[src/pkg/cpc_pkg.sv]
// constants and types shared by the charge pump control block
package cpc_pkg;

  // register indices; the byte address is four times the index
  localparam logic [11:0] CPC_CTRL_IDX = 12'h20D;
  localparam logic [11:0] CPC_IRQ_STAT_IDX = 12'h20E;
  localparam logic [11:0] CPC_IRQ_MASK_IDX = 12'h20F;
  localparam logic [11:0] CPC_CTRL_ADDR = {CPC_CTRL_IDX[9:0], 2'h0};
  localparam logic [11:0] CPC_IRQ_STAT_ADDR = {CPC_IRQ_STAT_IDX[9:0], 2'h0};
  localparam logic [11:0] CPC_IRQ_MASK_ADDR = {CPC_IRQ_MASK_IDX[9:0], 2'h0};

  // control register field positions
  localparam int CPC_MODE_HI = 7;
  localparam int CPC_MODE_LO = 6;
  localparam int CPC_CLKSEL_BIT = 5;
  localparam int CPC_REQ_BIT = 2;
  localparam int CPC_THR_BIT = 1;
  localparam int CPC_RDY_BIT = 0;
  localparam logic [7:0] CPC_CTRL_RESET = 8'h00;

  // enable-mode encodings
  localparam logic [1:0] CPC_MODE_OFF = 2'h0;
  localparam logic [1:0] CPC_MODE_PERIPH = 2'h1;
  localparam logic [1:0] CPC_MODE_AUTO = 2'h2;
  localparam logic [1:0] CPC_MODE_ON = 2'h3;

  // interrupt event bits, same layout in status and mask
  localparam int CPC_EV_NUM = 3;
  localparam int CPC_EV_SETTLED = 0;
  localparam int CPC_EV_SUPPLY_LOW = 1;
  localparam int CPC_EV_REQUEST = 2;
  localparam logic [CPC_EV_NUM-1:0] CPC_IRQ_RESET = 3'h0;

  // pump clock source codes driven to the analog core
  localparam logic [1:0] CPC_CLK_NONE = 2'h0;
  localparam logic [1:0] CPC_CLK_INTERNAL = 2'h1;
  localparam logic [1:0] CPC_CLK_CONV_RC = 2'h2;
  localparam logic [1:0] CPC_CLK_SYS_DIV = 2'h3;

  // pump sequencing states
  typedef enum logic [1:0] {
    CPC_PUMP_OFF,
    CPC_PUMP_SETTLING,
    CPC_PUMP_READY
  } cpc_pump_t;

endpackage

[src/verilog/cpc_clk_sel.sv]
// pump clock source selection
`timescale 1ns/1ps
module cpc_clk_sel (
  input wire logic pclk,
  input wire logic presetn,
  input wire logic pump_on,
  input wire logic pump_clock_select,
  input wire logic conversion_running,
  output logic [1:0] pump_clock_source
);

  typedef struct packed {
    logic [1:0] src;
  } cpc_clk_t;

  cpc_clk_t s_q;
  cpc_clk_t s_d;

  // no source while the pump is off saves oscillator current
  always_comb begin
    s_d = s_q;
    if (!pump_on) begin
      s_d.src = cpc_pkg::CPC_CLK_NONE;
    end else if (pump_clock_select) begin
      s_d.src = cpc_pkg::CPC_CLK_INTERNAL;
    end else if (conversion_running) begin
      s_d.src = cpc_pkg::CPC_CLK_SYS_DIV;
    end else begin
      s_d.src = cpc_pkg::CPC_CLK_CONV_RC;
    end
  end

  always_ff @(posedge pclk or negedge presetn) begin
    if (!presetn) begin
      s_q <= '0;
    end else begin
      s_q <= s_d;
    end
  end

  assign pump_clock_source = s_q.src;

endmodule

[src/verilog/cpc_irq.sv]
// sticky event status with mask and one level interrupt
`timescale 1ns/1ps
module cpc_irq (
  input wire logic pclk,
  input wire logic presetn,
  input wire logic [cpc_pkg::CPC_EV_NUM-1:0] event_set,
  input wire logic stat_wr,
  input wire logic mask_wr,
  input wire logic [cpc_pkg::CPC_EV_NUM-1:0] wr_data,
  output logic [cpc_pkg::CPC_EV_NUM-1:0] irq_status,
  output logic [cpc_pkg::CPC_EV_NUM-1:0] irq_mask,
  output logic irq
);

  typedef struct packed {
    logic [cpc_pkg::CPC_EV_NUM-1:0] stat;
    logic [cpc_pkg::CPC_EV_NUM-1:0] mask;
  } cpc_irq_t;

  cpc_irq_t s_q;
  cpc_irq_t s_d;

  // per bit: write one clears, a new event in the same cycle wins
  always_comb begin
    s_d = s_q;
    for (int i = 0; i < cpc_pkg::CPC_EV_NUM; i++) begin
      if (stat_wr && wr_data[i]) begin
        s_d.stat[i] = 1'b0;
      end
      if (event_set[i]) begin
        s_d.stat[i] = 1'b1;
      end
    end
    if (mask_wr) begin
      s_d.mask = wr_data;
    end
  end

  always_ff @(posedge pclk or negedge presetn) begin
    if (!presetn) begin
      s_q <= '0;
    end else begin
      s_q <= s_d;
    end
  end

  assign irq_status = s_q.stat;
  assign irq_mask = s_q.mask;
  // level output, follows registered status and mask
  assign irq = |(s_q.stat & s_q.mask);

endmodule

[src/verilog/cpc_top.sv]
// charge pump control: enable modes, status flags and apb registers
`timescale 1ns/1ps

module cpc_top (
  input wire logic pclk,
  input wire logic presetn,
  input wire logic [11:0] paddr,
  input wire logic psel,
  input wire logic penable,
  input wire logic pwrite,
  input wire logic [31:0] pwdata,
  input wire logic [3:0] pstrb,
  output logic pready,
  output logic [31:0] prdata,
  output logic pslverr,
  input wire logic supply_above_in,
  input wire logic converter_active,
  input wire logic pump_request_in,
  input wire logic conversion_running,
  input wire logic pump_steady_in,
  output logic pump_enable,
  output logic [1:0] pump_clock_source,
  output logic irq
);

  typedef struct packed {
    logic [1:0] mode;
    logic clk_sel;
    logic thr;
    logic req;
    logic periph;
    cpc_pkg::cpc_pump_t pump;
    logic en;
    logic [31:0] rdata;
    logic err;
  } cpc_top_t;

  cpc_top_t s_q;
  cpc_top_t s_d;

  logic setup_ph;
  logic access_ph;
  logic wr_en;
  logic addr_ctrl;
  logic addr_stat;
  logic addr_mask;
  logic addr_hit;
  logic demand;
  logic [7:0] ctrl_rd;
  logic [cpc_pkg::CPC_EV_NUM-1:0] ev;
  logic [cpc_pkg::CPC_EV_NUM-1:0] irq_status;
  logic [cpc_pkg::CPC_EV_NUM-1:0] irq_mask;
  logic stat_wr;
  logic mask_wr;

  // apb phase decode
  assign setup_ph = psel && !penable;
  assign access_ph = psel && penable;

  // address decode, only the three aligned words respond
  assign addr_ctrl = (paddr == cpc_pkg::CPC_CTRL_ADDR);
  assign addr_stat = (paddr == cpc_pkg::CPC_IRQ_STAT_ADDR);
  assign addr_mask = (paddr == cpc_pkg::CPC_IRQ_MASK_ADDR);
  assign addr_hit = addr_ctrl || addr_stat || addr_mask;

  // write commits only at the completing access edge; lane 0 carries
  // every implemented bit, other lanes are ignored
  assign wr_en = access_ph && pwrite && addr_hit && pstrb[0];
  assign stat_wr = wr_en && addr_stat;
  assign mask_wr = wr_en && addr_mask;

  // control register read view; bits 4:3 read zero
  always_comb begin
    ctrl_rd = cpc_pkg::CPC_CTRL_RESET;
    ctrl_rd[cpc_pkg::CPC_MODE_HI:cpc_pkg::CPC_MODE_LO] = s_q.mode;
    ctrl_rd[cpc_pkg::CPC_CLKSEL_BIT] = s_q.clk_sel;
    ctrl_rd[cpc_pkg::CPC_REQ_BIT] = s_q.req;
    ctrl_rd[cpc_pkg::CPC_THR_BIT] = s_q.thr;
    ctrl_rd[cpc_pkg::CPC_RDY_BIT] =
      (s_q.pump == cpc_pkg::CPC_PUMP_READY);
  end

  // pump demand from the enable mode and registered inputs
  always_comb begin
    case (s_q.mode)
      cpc_pkg::CPC_MODE_ON: begin
        demand = 1'b1;
      end
      cpc_pkg::CPC_MODE_AUTO: begin
        demand = !s_q.thr;
      end
      cpc_pkg::CPC_MODE_PERIPH: begin
        // supply is not looked at until a peripheral is active
        demand = s_q.periph && !s_q.thr;
      end
      cpc_pkg::CPC_MODE_OFF: begin
        demand = 1'b0;
      end
      default: begin
        demand = 1'b0;
      end
    endcase
  end

  // events for the sticky status register
  always_comb begin
    ev = '0;
    ev[cpc_pkg::CPC_EV_SETTLED] =
      (s_q.pump != cpc_pkg::CPC_PUMP_READY) &&
      (s_d.pump == cpc_pkg::CPC_PUMP_READY);
    ev[cpc_pkg::CPC_EV_SUPPLY_LOW] = s_q.thr && !supply_above_in;
    ev[cpc_pkg::CPC_EV_REQUEST] = !s_q.req && pump_request_in;
  end

  // next state: registers, status sampling, pump sequence, read data
  always_comb begin
    s_d = s_q;

    // software writes to the control word; flags are read only
    if (wr_en && addr_ctrl) begin
      s_d.mode = pwdata[cpc_pkg::CPC_MODE_HI:cpc_pkg::CPC_MODE_LO];
      s_d.clk_sel = pwdata[cpc_pkg::CPC_CLKSEL_BIT];
    end

    // comparator and peripheral status sampled every cycle
    s_d.thr = supply_above_in;
    s_d.req = pump_request_in;
    s_d.periph = converter_active;

    // pump sequencing; steady state comes from the analog core
    // because no fixed settling time is known
    case (s_q.pump)
      cpc_pkg::CPC_PUMP_OFF: begin
        if (demand) begin
          s_d.pump = cpc_pkg::CPC_PUMP_SETTLING;
        end
      end
      cpc_pkg::CPC_PUMP_SETTLING: begin
        if (!demand) begin
          s_d.pump = cpc_pkg::CPC_PUMP_OFF;
        end else if (pump_steady_in) begin
          s_d.pump = cpc_pkg::CPC_PUMP_READY;
        end
      end
      cpc_pkg::CPC_PUMP_READY: begin
        if (!demand) begin
          s_d.pump = cpc_pkg::CPC_PUMP_OFF;
        end else if (!pump_steady_in) begin
          // pump sagged, ready drops until it settles again
          s_d.pump = cpc_pkg::CPC_PUMP_SETTLING;
        end
      end
      default: begin
        s_d.pump = cpc_pkg::CPC_PUMP_OFF;
      end
    endcase

    // enable follows demand with one register stage
    s_d.en = demand;

    // read data and error captured in setup so they leave flops
    if (setup_ph) begin
      s_d.err = !addr_hit;
      s_d.rdata = '0;
      if (!pwrite) begin
        if (addr_ctrl) begin
          s_d.rdata = {24'h000000, ctrl_rd};
        end else if (addr_stat) begin
          s_d.rdata = {29'h0, irq_status};
        end else if (addr_mask) begin
          s_d.rdata = {29'h0, irq_mask};
        end
      end
    end
  end

  always_ff @(posedge pclk or negedge presetn) begin
    if (!presetn) begin
      s_q <= '0;
    end else begin
      s_q <= s_d;
    end
  end

  // one wait-free access phase; setup already prepared the answer
  assign pready = access_ph;
  assign pslverr = access_ph && s_q.err;
  assign prdata = s_q.rdata;
  assign pump_enable = s_q.en;

  // clock source follows the registered enable and select bit
  cpc_clk_sel i_cpc_clk_sel (
    .pclk(pclk),
    .presetn(presetn),
    .pump_on(s_q.en),
    .pump_clock_select(s_q.clk_sel),
    .conversion_running(conversion_running),
    .pump_clock_source(pump_clock_source)
  );

  // sticky events, mask and interrupt line
  cpc_irq i_cpc_irq (
    .pclk(pclk),
    .presetn(presetn),
    .event_set(ev),
    .stat_wr(stat_wr),
    .mask_wr(mask_wr),
    .wr_data(pwdata[cpc_pkg::CPC_EV_NUM-1:0]),
    .irq_status(irq_status),
    .irq_mask(irq_mask),
    .irq(irq)
  );

endmodule
[config.mk]
export PLATFORM = sky130hd
export DESIGN_NAME = cpc_top
export DESIGN_NICKNAME = d
export VERILOG_FILES = /design/src/pkg/cpc_pkg.sv /design/src/verilog/cpc_clk_sel.sv /design/src/verilog/cpc_irq.sv /design/src/verilog/cpc_top.sv
export SDC_FILE = /design/constraint.sdc
export NUM_CORES = 1
export LEC_CHECK = 0
export BUFFER_PORTS_ARGS = -buffer_cell sky130_fd_sc_hd__buf_2
export CAP_MARGIN = 20
export CORE_MARGIN = 3
export CORE_UTILIZATION = 36
export DETAILED_ROUTE_END_ITERATION = 16
export GPL_TIMING_DRIVEN = 0
export PLACE_DENSITY = 0.78
export SLEW_MARGIN = 20
export SYNTH_ARGS = -nofsm -noshare
export SYNTH_HDL_FRONTEND = slang
export SYNTH_SLANG_ARGS = --single-unit
[constraint.sdc]
create_clock -name pclk -period 1.33 [get_ports pclk]
set_clock_uncertainty 0.2 [all_clocks]
set_input_delay 0.0665 -clock pclk [delete_from_list [all_inputs] [get_ports pclk]]
set_output_delay 0.0665 -clock pclk [all_outputs]
set_load 0.05 [all_outputs]
==> reports/qor.yml, run 1 <==
cp.required_ns: 1.28
synth_commonest_cells: "buf_4, dfrtp_1, nand2_1, a22o_1, mux2_2"
max_slew_margin_pct: 65.4
rsz0062_at_grt: "yes"
cp_max_fo: 3
path_class: "in -> reg"
place_congestion: 0.755
synth.area.top_cells: "dfrtp_1, buf_4, a22o_1, mux2_2, mux2_4"
drt_pass1_iterations: 4
numCtsBuffers: 3
syn2layout_area_growth_pct: 51.5
whs_ns: 0.0127
ys_seq_elements: 24
synth_edf_count: 0
grt_pass1_wl_mm: 4.47
p_sw_uw: 461
num_vias: 1092
pwr-share-comb_pct: 25.3
pwr-share-clk_pct: 26.5
ys_warn_count: 0
place_inst: 232
hold_viol: 0
grt_usage_pct: 12.9
finish.net_count: 272
start_kind: "primary input"
r2r-start: "i_cpc_irq.irq_mask[2]$_DFFE_PN0P_"
critPathArrivalTime_ns: 1.95
swShare_pct: 29.9
yosys.cell_count.top_type: "buf_4"
io_buffers: 40
die_h_microns: 66.5
fin_ws_ns: -0.666
antenna_found_initial: 0
hp-class: "in -> reg"
status: "finished with violations"
cp-startpoint: "paddr[10]"
ctsHtreeMaxLevel: 1
final_antenna_net_count: 0
coreArea_sq_mm: 0.00344
crit_top_cell: "buf_6"
synth_area_leader_cell: "dfrtp_1"
nFillCells: 311
clock.fmax_mhz: 501
die_w_microns: 66.5
final_cells: 258
hold_start: "paddr[3]"
grt_overflow: 0
ctsLongestPathBuffers: 2
rows: 21
worstPathCellList: "buf_6 > or4b_4 > or4_4 > buf_6 > nor3_4 > mux2_4"
synth.avg_cell_area_sq_um: 10.9
vias_per_cell: 4.23
drv_cap: 0
period_share_pct: 150
worst_pin_slew_ns: 0.520
path_clk_slew_ns: 0.08
grt_pass1_vias: 999
power.internal_mw: 1.08
drive_gt1_share_pct: 48.1
cp-end-kind: "flop"
io_pins: 96
clock-sinks: 24
async_flop_share_pct: 100
cpPeakStageDelay_ns: 0.53
finalSetupViolCount: 17
dieArea_sq_mm: 0.00442
min_period_ns: 2.00
routed_wl_mm: 2.85
ys_types: 29
drt_iter0_drc: 18
power_leakage_nw: 1.09
synthesis.area_sq_mm: 0.00132
failed_checks: "setup timing"
routedWlPerCell_microns: 11.1
finalPower_mw: 1.54
power.density_mw_per_mm2: 772
cp_slowest_cell: "or4b_4"
seq_power_share_pct: 48.2
cts_tree: "built"
drc: 0
slew_viol_final: 0
clock_tree.root_cell: "clkbuf_8"
vdd_ir_drop_max_mv: 0.308
synth_seq_area_share_pct: 45.6
netlist_instances: 121
synth.top_cell.area_share_pct: 45.6
grt_max_degree: 25
synth_ff_type: "dfrtp_1"
start_util_pct: 38.3
n_antenna_cell: 0
worstSkewPairLatency_ns: 0.26
[critical path, delay by kind of cell]
| kind | cells | cell delay, ns |
|---|---|---|
| multiplexers | 1 | 0.33 |
| AND/OR/NAND/NOR | 3 | 1.32 |
| buffers and inverters | 2 | 0.23 |
[power groups by stage]
stage                     logic (mW)  registers [mW]  clock network, mW
final                          0.389           0.742              0.408
after global routing           0.417           0.743              0.447
after CTS                      0.379           0.742              0.422
after detailed placement       0.340           0.757                  0
after global placement         0.338           0.756                  0
after floorplan                0.267           0.755                  0
[area by class of cell]
type	count	area [sq um]	area share, %
flip-flops and latches	24	601	30.1
plain buffers	33	244	12.2
repair buffers	63	437	21.9
multi-input cells	86	604	30.3
well taps	46	57.6	2.88
clock buffers	3	41.3	2.07
inverters	3	11.3	0.564
[metal layers]
metal  up-vias  wire length (microns)  GRT usage [%]
li1        554                      -              -
met1       494                   1140           16.1
met2        35                   1470           21.9
met3         9                    168           2.02
met4         0                     78           5.84
met5         -                      0              0
[final timing paths]
check,endpoint,slack [ns],cells past startpoint
setup reg to reg,prdata[2]$_DFFE_PN0P_,-0.11,4
hold / removal,s_q[0]$_DFFE_PN0P_,0.01,4
min in group asynchronous,ctrl_rd[6]$_DFFE_PN0P_,0.12,2
hold reg to reg,s_q[0]$_DFFE_PN0P_,0.29,2
setup / recovery,i_cpc_irq.irq_mask[2]$_DFFE_PN0P_,-0.67,6
max in group asynchronous,s_q[35]$_DFF_PN0_,0.46,2
[through the flow]
| stage | instance area (sq um) | util, % | worst slack, ns | setup TNS (ns) |
|---|---|---|---|---|
| after floorplan | 1410 | - | -0.793 | -9.56 |
| final | 2000 | 58.0 | -0.666 | -8.72 |
| after CTS | 1940 | 56.3 | -0.657 | -8.29 |
| after global placement | 1670 | 48.5 | -1.03 | -13.23 |
| after global routing | 2000 | 58.0 | -0.686 | -9.50 |
| after detailed placement | 1670 | 48.5 | -1.07 | -13.92 |
[cells by family after synthesis]
kind of cell	Yosys count	share of synthesized area (%)
DFF	24	45.6
other	1	0.285
and+or+nand+nor	32	14.3
muxes	9	8.55
buffers and inverters	36	19.4
AOI/OAI and AO/OA	19	11.9
[repair_timing]
action | 4_1_cts | 5_1_grt
gates cloned | 0 | 0
gates resized for setup | 9 | 8
pin swaps | 8 | 9
buffers inserted | 6 | 2
setup endpoints to repair | 17 | 18
endpoints found under the hold margin | 40 | 1
hold buffers | 14 | 1
[sequential cells by signal, summed over array words and instances, names as in the netlist]
register	flops
pump_enable	1
s_q	4
i_cpc_irq.irq_status	3
prdata	6
ctrl_rd	5
i_cpc_clk_sel.pump_clock_source	2
i_cpc_irq.irq_mask	3
[placed cells by master, fill, tap and decap left out, drive strengths merged, types with 2 or more instances in the layout]
master | netlist | layout
buf | 32 | 80
conb | 1 | 26
dfrtp | 24 | 24
dlygate4sd3 | 0 | 15
nand2 | 10 | 10
mux2 | 9 | 9
a22o | 8 | 8
nand2b | 4 | 4
nor2 | 4 | 4
clkbuf | 1 | 4
nor2b | 3 | 3
inv | 3 | 3
a32o | 3 | 3
o21a | 2 | 2
nor3 | 2 | 2
a21oi | 2 | 2
or4b | 2 | 2
(Power assumes the default switching activity.)
==> inputs of run 2 (changes only) <==
--- a/config.mk
+++ b/config.mk
@@ -7,11 +7,13 @@
 export LEC_CHECK = 0
 export BUFFER_PORTS_ARGS = -buffer_cell sky130_fd_sc_hd__buf_2
 export CAP_MARGIN = 20
+export CELL_PAD_IN_SITES_DETAIL_PLACEMENT = 0
+export CELL_PAD_IN_SITES_GLOBAL_PLACEMENT = 1
 export CORE_MARGIN = 3
-export CORE_UTILIZATION = 36
+export CORE_UTILIZATION = 26
 export DETAILED_ROUTE_END_ITERATION = 16
 export GPL_TIMING_DRIVEN = 0
-export PLACE_DENSITY = 0.78
+export PLACE_DENSITY = 0.8
 export SLEW_MARGIN = 20
 export SYNTH_ARGS = -nofsm -noshare
 export SYNTH_HDL_FRONTEND = slang
==> constraint.sdc (replaced) <==
create_clock -name pclk -period 1.33 [get_ports pclk]
set_clock_uncertainty 0.2 [all_clocks]
set_input_delay 0.1995 -clock pclk [delete_from_list [all_inputs] [get_ports pclk]]
set_output_delay 0.1995 -clock pclk [all_outputs]
set_load 0.05 [all_outputs]
==> reports/qor.yml, run 2 (synthesis gave the netlist of run 1 again) <==
finalSetupViolCount: 18  # +1
ctsHtreeMaxLevel: 1  # unchanged
cp_slowest_cell: "or4b_4"
hold_viol: 0  # unchanged
fin_util_pct: 43.5  # -14 points
worstSkewPairLatency_ns: 0.26  # about the same
n_antenna_cell: 0  # unchanged
dieArea_sq_mm: 0.00596  # +35%
rsz0062_at_grt: "yes"
cpPeakStageDelay_ns: 0.53  # about the same
cp-end-kind: "flop"
drc: 0  # unchanged
grt_overflow: 0  # unchanged
start_kind: "primary input"
slew_viol_final: 0  # unchanged
placed_cell_area_sq_mm: 0.00170  # +1.6%
vdd_ir_drop_max_mv: 0.339  # +10%
coreArea_sq_mm: 0.00482  # +40%
largest_reg_flops: 6  # unchanged
period_share_pct: 159  # +9.4 points
final_common_cell: "buf_4"
final_cell_mix: "buf_4, conb_1, buf_2"
final_antenna_net_count: 0  # unchanged
routed_wl_mm: 2.85  # -0.11%
drive_gt1_share_pct: 49.8  # +1.6 points
clock_tree.root_cell: "clkbuf_8"
place_inst: 253  # +9.1%
cp_max_fo: 3  # unchanged
r2r_end: "prdata[2]$_DFFE_PN0P_"
place_congestion: 0.733  # -3.0%
worstPathCellList: "buf_6 > or4b_4 > or4_4 > or3b_4 > mux2_4"
drv_cap: 0  # unchanged
path_class: "in -> reg"
max_slew_margin_pct: 65.2  # -0.13 points
antenna_found_initial: 0  # unchanged
finalPower_mw: 1.62  # +5.0%
io_buffers: 40  # unchanged
hpwl_mm: 2.15
crit_path_end: "ctrl_rd[6]$_DFFE_PN0P_"
cts_tree: "built"
drt_iter0_drc: 25  # +7
hp-class: "in -> reg"
io_pins: 96  # unchanged
die_w_microns: 77.2  # +16%
status: "finished with violations"
rows: 25  # +19%
grt_pass1_wl_mm: 4.57  # +2.3%
post-route-cell-area_sq_mm: 0.00209  # +5.0%
final_cells: 276  # +7.0%
power.density_mw_per_mm2: 772  # about the same
num_vias: 1076  # -1.5%
worst_pin_slew_ns: 0.522  # +0.00194 ns
min_period_ns: 2.12  # +0.125 ns
grt_usage_pct: 9.34  # -3.6 points
grt_max_degree: 25  # unchanged
ctsLongestPathBuffers: 2  # unchanged
cp-startpoint: "paddr[10]"
failed_checks: "setup timing"
reg2reg_depth: 4  # unchanged
die_h_microns: 77.2  # +16%
critPathArrivalTime_ns: 2.07  # +0.12 ns
numCtsBuffers: 3  # unchanged
start_util_pct: 27.4  # -11 points
power_leakage_nw: 1.11  # +1.5%
drt_pass1_iterations: 4  # unchanged
vias_per_cell: 3.90  # -7.9%
pre_cts_slack_ns: -1.17  # -0.0927 ns
r2r_slack_ns: -0.13  # -0.02 ns
clock.fmax_mhz: 472  # -5.9%
cp.required_ns: 1.28  # about the same
grt_pass1_vias: 1073  # +7.4%
syn2layout_area_growth_pct: 59.0
path_clk_slew_ns: 0.08  # about the same
r2r-start: "i_cpc_irq.irq_status[2]$_DFFE_PN0P_"
fin_ws_ns: -0.790  # -0.125 ns
routedWlPerCell_microns: 10.3  # -6.6%
finish.net_count: 268  # -1.5%
clock-sinks: 24  # unchanged
[run 2: cell types whose count changed in the layout (fill, tap and decap cells not counted), sizes merged]
cell,delta
buf,-1
clkbuf,+2
dlygate4sd3,-4
[run 2: cell type report]
type                    count  area [sq um]
clock buffers               4          55.1
repair buffers             64           518
flip-flops and latches     24           601
multi-input cells          86           616
well taps                  67          83.8
inverters                   3          11.3
fillers                   496          2720
plain buffers              28           210
[run 2: report_power, final]
group          switching, mW  internal [mW]  total (mW)  leakage [nW]
Combinational          0.250          0.141       0.391         0.767
Clock                  0.220          0.264       0.484        0.0288
Sequential           0.00497          0.737       0.742         0.315
[run 2: per-layer routing]
layer / global-route usage [%] / up-vias / wire length (microns)
li1: - / 542 / -
met1: 10.4 / 499 / 1140
met2: 18.1 / 33 / 1540
met3: 1.29 / 2 / 146
met4: 2.67 / 0 / 29
met5: 0 / - / 0
[run 2: worst max-delay path: cells and delay by family]
kind / cells / cell delay [ns]
simple gates: 3 / 1.47
mux: 1 / 0.31
buf+inv: 1 / 0.09
[run 2: repair_timing]
action                     CTS  global route
setup buffers                7             6
setup endpoints to repair   24            25
hold endpoints to repair    35             0
gates resized for setup     30            16
pin swaps                   10            10
hold buffers                11             0
[run 2: stage by stage]
| step | hold WS (ns) | TNS (ns) |
|---|---|---|
| CTS | 0.00132 | -9.84 |
| detailed placement | 0.00427 | -15.96 |
| global placement | 0.00454 | -15.75 |
| global route | 0.00659 | -10.71 |
| finish | 0.00256 | -10.04 |
| floorplan | -0.296 | -11.69 |
[run 2: worst min path at each step]
stage               from                                           end  slack, ns  cells after the start
4_1_cts        pwdata[0]             i_cpc_irq.irq_mask[0]$_DFFE_PN0P_      0.001                      2
6_report       pwdata[0]             i_cpc_irq.irq_mask[0]$_DFFE_PN0P_      0.003                      2
2_1_floorplan    presetn                          ctrl_rd[1]$_DFF_PN0_      -0.30                      0
3_3_place_gp     presetn  i_cpc_clk_sel.pump_clock_source[0]$_DFF_PN0_      0.005                      1
3_5_place_dp     presetn                         pump_enable$_DFF_PN0_      0.004                      1
5_1_grt        pwdata[0]             i_cpc_irq.irq_mask[0]$_DFFE_PN0P_      0.007                      2
